===== src/logic/sspc_regs.svh =====
// Constants of the sleep state pin control block.
`ifndef SSPC_REGS_SVH
`define SSPC_REGS_SVH

// ============================================================
// Timing
`define SSPC_CLK_PERIOD_NS 8
`define SSPC_TURN_TIME_NS  16
`define SSPC_TURN_CYCLES   ((`SSPC_TURN_TIME_NS + `SSPC_CLK_PERIOD_NS - 1) / `SSPC_CLK_PERIOD_NS)

// ============================================================
// Reset values
`define SSPC_PIN_OUT_RESET 1'b1
`define SSPC_PIN_OE_RESET  1'b0

`endif


===== src/logic/sspc_pkg.sv =====
// Types of the sleep state pin control block.
package sspc_pkg;
    typedef enum logic [1:0] {
        SSPC_ACTIVE,
        SSPC_SLEEP,
        SSPC_DEEP_SLEEP,
        SSPC_DEEPER_SLEEP
    } sspc_state_type;
endpackage


===== src/logic/sspc_power_pin.sv =====
// Two-way data-input power control pin with drive turnaround.
`timescale 1ns/1ps
`default_nettype none
`include "sspc_regs.svh"
module sspc_power_pin #(
    parameter int TURN_CYCLES = `SSPC_TURN_CYCLES
) (
    input  wire logic clk,
    input  wire logic reset_n,
    input  wire logic switch_active,
    input  wire logic switch_level_n,
    input  wire logic pin_in,
    output var  logic pin_out,
    output var  logic pin_oe,
    output var  logic buffers_reduced
);
    localparam int CW = $clog2(TURN_CYCLES + 1);
    // The pin is released TURN_CYCLES samples after the switch ends.
    localparam int RELEASE_MAX = TURN_CYCLES + 1;

    logic [CW-1:0] hold;

    generate
        if (TURN_CYCLES < 1) begin : g_bad_turn
            $error("TURN_CYCLES must be at least one");
        end
    endgenerate

    // ============================================================
    // Drive control
    // The pin stays driven a little past the switch so the chipset never sees it float mid-change.
    always_ff @(posedge clk) begin
        if (!reset_n) begin
            pin_oe <= `SSPC_PIN_OE_RESET;
            pin_out <= `SSPC_PIN_OUT_RESET;
            hold <= '0;
        end else if (switch_active) begin
            pin_oe <= 1'b1;
            pin_out <= switch_level_n;
            hold <= CW'(TURN_CYCLES);
        end else if (hold != '0) begin
            hold <= hold - CW'(1);
            pin_oe <= (hold != CW'(1));
        end else begin
            pin_oe <= 1'b0;
            pin_out <= `SSPC_PIN_OUT_RESET;
        end
    end

    // ============================================================
    // Buffer power
    always_ff @(posedge clk) begin
        if (!reset_n) begin
            buffers_reduced <= 1'b0;
        end else if (pin_oe) begin
            buffers_reduced <= !pin_out;
        end else begin
            buffers_reduced <= !pin_in;
        end
    end
endmodule
`default_nettype wire


===== src/logic/sspc_top.sv =====
// Sleep state ladder driven by the platform request pins.
`timescale 1ns/1ps
`default_nettype none
`include "sspc_regs.svh"
module sspc_top #(
    parameter int TURN_CYCLES = `SSPC_TURN_CYCLES
) (
    input  wire logic                    clk,
    input  wire logic                    reset_n,
    input  wire logic                    sleep_enter,
    input  wire logic                    deep_sleep_request_n,
    input  wire logic                    deeper_stop_request_n,
    input  wire logic                    freq_switch_active,
    input  wire logic                    freq_switch_level_n,
    input  wire logic                    data_input_power_ctl_n_in,
    output var  logic                    data_input_power_ctl_n_out,
    output var  logic                    data_input_power_ctl_n_oe,
    output var  logic                    input_buffers_reduced,
    output var  sspc_pkg::sspc_state_type sleep_state,
    output var  logic                    in_sleep,
    output var  logic                    in_deep_sleep,
    output var  logic                    in_deeper_sleep,
    output var  logic                    state_changed
);
    import sspc_pkg::*;

    sspc_state_type next_sleep_state;

    // ============================================================
    // State ladder
    // Each request moves the ladder by one step, so a deep request seen in Active waits for Sleep.
    always_comb begin
        next_sleep_state = sleep_state;
        unique case (sleep_state)
            SSPC_ACTIVE: begin
                if (sleep_enter) begin
                    next_sleep_state = SSPC_SLEEP;
                end
            end
            SSPC_SLEEP: begin
                if (!deep_sleep_request_n) begin
                    next_sleep_state = SSPC_DEEP_SLEEP;
                end else if (!sleep_enter) begin
                    next_sleep_state = SSPC_ACTIVE;
                end
            end
            SSPC_DEEP_SLEEP: begin
                if (deep_sleep_request_n) begin
                    next_sleep_state = SSPC_SLEEP;
                end else if (!deeper_stop_request_n) begin
                    next_sleep_state = SSPC_DEEPER_SLEEP;
                end
            end
            SSPC_DEEPER_SLEEP: begin
                if (deeper_stop_request_n) begin
                    next_sleep_state = SSPC_DEEP_SLEEP;
                end
            end
        endcase
    end

    // The request inputs are only ever read, never driven, in this module, because the platform hub owns them.
    always_ff @(posedge clk) begin
        if (!reset_n) begin
            sleep_state <= SSPC_ACTIVE;
        end else begin
            sleep_state <= next_sleep_state;
        end
    end

    // ============================================================
    // Status outputs
    always_ff @(posedge clk) begin
        if (!reset_n) begin
            in_sleep <= 1'b0;
            in_deep_sleep <= 1'b0;
            in_deeper_sleep <= 1'b0;
            state_changed <= 1'b0;
        end else begin
            in_sleep <= (next_sleep_state == SSPC_SLEEP);
            in_deep_sleep <= (next_sleep_state == SSPC_DEEP_SLEEP);
            in_deeper_sleep <= (next_sleep_state == SSPC_DEEPER_SLEEP);
            state_changed <= (next_sleep_state != sleep_state);
        end
    end

    // ============================================================
    // Data-input power control pin
    sspc_power_pin #(
        .TURN_CYCLES (TURN_CYCLES)
    ) u_power_pin (
        .clk             (clk),
        .reset_n         (reset_n),
        .switch_active   (freq_switch_active),
        .switch_level_n  (freq_switch_level_n),
        .pin_in          (data_input_power_ctl_n_in),
        .pin_out         (data_input_power_ctl_n_out),
        .pin_oe          (data_input_power_ctl_n_oe),
        .buffers_reduced (input_buffers_reduced)
    );
endmodule
`default_nettype wire


===== config.mk =====
export PLATFORM = sky130hd
export DESIGN_NAME = sspc_top
export DESIGN_NICKNAME = d
export VERILOG_FILES = /design/src/logic/sspc_pkg.sv /design/src/logic/sspc_power_pin.sv /design/src/logic/sspc_top.sv
export VERILOG_INCLUDE_DIRS = /design/src /design/src/logic
export SDC_FILE = /design/constraint.sdc
export NUM_CORES = 1
export LEC_CHECK = 0
export BUFFER_PORTS_ARGS = -buffer_cell sky130_fd_sc_hd__buf_2
export CAP_MARGIN = 30
export CORE_AREA = 2 2 39 41
export CTS_BUF_LIST = sky130_fd_sc_hd__clkbuf_2
export CTS_CLUSTER_DIAMETER = 100
export DETAILED_ROUTE_END_ITERATION = 7
export DIE_AREA = 0 0 41 43
export GPL_ROUTABILITY_DRIVEN = 0
export PLACE_DENSITY_LB_ADDON = 0.12
export SYNTH_ARGS = -nofsm -noshare
export SYNTH_HDL_FRONTEND = slang
export SYNTH_SLANG_ARGS = --single-unit

===== constraint.sdc =====
create_clock -name clk -period 1.12 [get_ports clk]
set_input_delay 0.112 -clock clk [delete_from_list [all_inputs] [get_ports clk]]
set_output_delay 0.112 -clock clk [all_outputs]
set_load 0.01 [all_outputs]

After elaboration in Yosys (flattened, before gate mapping)
Index checks and enable logic that the tools add are counted.
Storage, ports and cells
  register bits: 11
  input port bits: 8
  logic and storage cells: 41
Operators by class
  reductions and logical operators: 6
  bitwise gates (word level): 1
  multiplexer cells: 14
  $add $sub $neg: 1
  equality and inequality tests: 9
Operators by type and width (number)
  2-to-1 mux 2 bit: 8
  == test 2 bit (second input constant): 4
  one-hot mux 2 bit (4 select lines): 1
  2-to-1 mux 1 bit: 5
  == test 2 x 1 -> 1 bit (second input constant): 2
  nonzero test 2 bit: 2
  zero test 1 bit: 2
  zero test 2 bit: 1
  != test 2 x 1 -> 1 bit (second input constant): 1
  != test 2 bit: 1
  != test 2 bit (second input constant): 1
  OR reduction 2 bit: 1
  subtractor 2 x 1 -> 2 bit (second input constant): 1
  inverter 1 bit: 1

Longest topological paths before layout
  depth after elaboration: 4
  mapped depth: 4
  mapped depth without buffers: 3

Cells and area by module
A second synthesis with hierarchy kept.
Unflattened totals
  cells, all modules: 41
  area total of the unflattened synthesis: 419.2 sq um
Modules (own cells, without submodules)
  sspc_top: area an instance 251.5 sq um, seq. area each 120.1 sq um, cells each 26, instances 1
  sspc_power_pin: area an instance 167.7 sq um, seq. area each 100.1 sq um, cells each 15, instances 1

Worst setup path after synthesis
Ideal clock, no wire load.
  kind: register -> register
  start: register sleep_state[1]
  end: register sleep_state[0]
  setup time: 115 ps
  arrival time: 939 ps
  path slack: 66 ps
  stages on the path, launching flop included: 5
  data required time: 1005 ps
  path through: dfxtp_1 > buf_6 > mux2i_1 > o211ai_1 > and2_1
On the way
  word-level cells in the longest chain between the ends: 2
RTL lines
  start: declaration: RTL line sspc_top.sv:19  | output var sspc_pkg::sspc_state_type sleep_state,
  start signal: assignment: RTL line sspc_top.sv:67  | sleep_state <= next_sleep_state;
  == test 2 bit (tied with other cells): RTL line sspc_top.sv:34  | unique case (sleep_state)
  one-hot mux 2 bit (4 select lines) (*): RTL line sspc_top.sv:34
Mark *: on every way between the ends. The rest lies on a longest branch, timed or not.
A chain may end at the register's enable or synchronous reset.

Final worst setup path
  start: register sleep_state[0]
  end: output sleep_state[0]
No word-level cell between the ends.

==> out/metrics.yaml <==
status: "complete, no violations"
fmax_ghz: 0.980
ys_top_cells_by_area: "dfxtp_1 51%, and2_1 5.8%, mux2i_1 4.7%"
p_sw_w: 0.000193
crit_buf_inv: 1
pin_count: 17
utilization_pct: 38.7
multiInputGateArea_um2: 190
cts_hold_buf: 0
setup_violations: 0
synth_ff_type: "dfxtp_1"
required_ns: 1.01
drv_slew: 0
leakagePower_nw: 0.240
seq_area_frac_synth_pct: 51.3
final-seq-area_um2: 221
wire_per_inst_um: 10.2
cp.arrival_ns: 0.91
grtUsageMet2_pct: 14.1
fin_tns_setup_ns: 0
yosys_warnings: 0
r2r-end: "sleep_state[0]$_SDFF_PN0_"
initial_core_util_pct: 31.0
min_delay_worst_endpoint: "in_deeper_sleep$_SDFF_PN0_"
ir_drop_v: 0.000488
num_antenna_cells: 0
grt_pass1_wl_um: 1210
path_class: "flop to output port"
clock-sinks: 11
p_sw_share_pct: 25.5
cts_tree: "built"
hold_path.class: "input port to flop"
vias: 371
hpwl_um: 583
layout_min_cycle_time_ns: 1.02
regToRegStartpoint: "sleep_state[1]$_SDFF_PN0_"
fill_cells: 148
synthTopCellsByCount: "11 x dfxtp_1, 4 x and2_1, 4 x o21ai_0"
synth-edff-count: 0
postRouteAntennaNets: 0
drt-total-wl_um: 783
die_h_um: 43
grt_util_met3_pct: 4.71
maxSlewHeadroom_pct: 83.1
drc: 0
ctsLongestPathBuffers: 2
syn2layout_area_growth_pct: 24.8
use_met1_pct: 13.3
avgSynthCellArea_um2: 9.98
path_clk_slew_ns: 0.11
reg2reg_depth: 3
overflow: 0
antenna_found_initial: 0
rsz0062_at_grt: "no"
critPathMaxFanout: 8
yosysTopAreaCell: "dfxtp_1"
cts-root-buf: "clkbuf_2"
synth_fp_nets: 51
pre_cts_ws_ns: 0.0173
seqPwrFrac_pct: 57.3
nNetsFinal: 70
finalClockSkew_ns: 0.00335
core-area_um2: 1380
via_per_inst: 4.82
critPathMaxStageDelay_ns: 0.48
post-place-cells: 73
fin_crit_sh_pct: 91.1
grt_pass1_vias: 275
cts_made_buffers: 3
synth_cells: 43
crit_path_start_kind: "flop"
p_int_w: 0.000563
hold_start: "deeper_stop_request_n"
worst_slew_pin_slew_ns: 0.252
slowest_stage: "dfxtp_1"
synth.distinct_cells: 23
power.density_nw_per_um2: 1410
fp.dieW_um: 41
portBuffers: 16
synth_top_cell_area_share_pct: 51.3
synth_area_um2: 429
critPathTopFamily: "flip-flops"
holdPathStages: 2
detail_route.first_pass.iterations: 1
final_cells: 77
worst_setup_path_end_kind: "output port"
rows: 14
grt_max_degree: 13
crit_chain: "buf_2"
track_usage_pct: 11.4
htree_levels: 1
clk_latency_ns: 0.25
grt_busiest_layer: "met2"
yosysMostFrequentCell: "dfxtp_1"
finalHoldViolCount: 0
ys_seq_elements: 11
die_area_um2: 1760
drtIter0Drc: 0
drive_above_1_share_pct: 39.3
maxCapViolations: 0
setup_slack_ns: 0.0993
p_clk_share_pct: 29.3
ff2ff_setup_slack_ns: 0.11
synthArstFlopShare_pct: 0
combPwrFrac_pct: 13.4
## final cells by class
class | instances | share of cell area, %
sequential | 11 | 41.4
multi-input combinational | 29 | 35.5
timing repair buffer | 16 | 15.0
clock buffer | 4 | 3.74
tap | 16 | 3.74
inverter | 1 | 0.701
## power by group through the flow
stage	Sequential (W)	Clock [W]	Combinational, W
final	0.000433	0.000222	0.000101
after global routing	0.000438	0.000267	0.000114
after CTS	0.000433	0.000238	0.000103
after detailed placement	0.000442	0	0.000103
after global placement	0.000442	0	0.000103
after floorplan	0.000448	0	0.0000545
## per-layer routing
metal / routed length [um] / share of wire (%)
met1: 354 / 45
met2: 359 / 46
met3: 49 / 6.3
met4: 19 / 2.4
met5: 0 / 0
## timing repair
action | in CTS | in global routing
buffers inserted | 0 | 0
gates resized for setup | 0 | 1
setup endpoints to repair | 0 | 5
## cell families (layout without fill, tap and decap cells)
group / after synthesis / after routing / synth area share, %
buffers and inverters: 3 / 21 / 4.37
adder cells (fa/ha/maj): 1 / 1 / 2.62
AO/OA/AOI/OAI: 9 / 9 / 13.4
multiplexers: 2 / 2 / 4.66
flip-flops: 11 / 11 / 51.3
AND/OR/NAND/NOR: 17 / 17 / 23.6
## worst max path at each step
stage                         startpoint                        end  slack (ns)  cells past startpoint
2_1_floorplan  sleep_state[1]$_SDFF_PN0_  sleep_state[0]$_SDFF_PN0_        0.07                      4
3_3_place_gp   sleep_state[1]$_SDFF_PN0_  sleep_state[0]$_SDFF_PN0_        0.04                      3
3_5_place_dp   sleep_state[1]$_SDFF_PN0_  sleep_state[0]$_SDFF_PN0_        0.02                      3
4_1_cts        sleep_state[1]$_SDFF_PN0_        in_sleep$_SDFF_PN0_       0.002                      3
5_1_grt        sleep_state[0]$_SDFF_PN0_             sleep_state[0]      0.0005                      1
6_report       sleep_state[0]$_SDFF_PN0_             sleep_state[0]         0.1                      1
## flip-flops by register name (all words and copies together), names as in the netlist
| register | count |
|---|---|
| sleep_state | 2 |
| in_deeper_sleep | 1 |
| u_power_pin.pin_oe | 1 |
| in_deep_sleep | 1 |
| state_changed | 1 |
| u_power_pin.pin_out | 1 |
| u_power_pin.hold | 2 |
| u_power_pin.buffers_reduced | 1 |
| in_sleep | 1 |
## metrics by stage
| step | power (W) | hold WS, ns | cell area, um^2 |
|---|---|---|---|
| after floorplan | 0.000503 | 0.188 | 429 |
| after global placement | 0.000545 | 0.344 | 514 |
| after detailed placement | 0.000545 | 0.344 | 514 |
| after CTS | 0.000775 | 0.0594 | 534 |
| after global routing | 0.000820 | 0.0429 | 536 |
| final | 0.000756 | 0.0758 | 536 |
## cell usage in the layout, fill, tap and decap left out
cell type | Yosys | layout
a21boi_1 | 1 | 1
a21oi_1 | 1 | 1
a311o_1 | 1 | 1
and2_1 | 4 | 4
buf_2 | 0 | 16
clkbuf_2 | 0 | 4
dfxtp_1 | 11 | 10
dfxtp_2 | 0 | 1
inv_2 | 1 | 1
maj3_2 | 1 | 1
mux2i_1 | 2 | 2
nand2_1 | 1 | 1
nand2b_1 | 1 | 1
nand3_1 | 2 | 2
nand3b_1 | 1 | 1
nor2_1 | 2 | 2
nor2_2 | 1 | 1
nor2b_1 | 2 | 2
nor3_1 | 1 | 1
nor3b_1 | 1 | 1
nor4bb_1 | 1 | 1
o211ai_1 | 1 | 1
o21a_1 | 1 | 1
o21ai_0 | 4 | 4
Power figures use the tool's default switching activity.
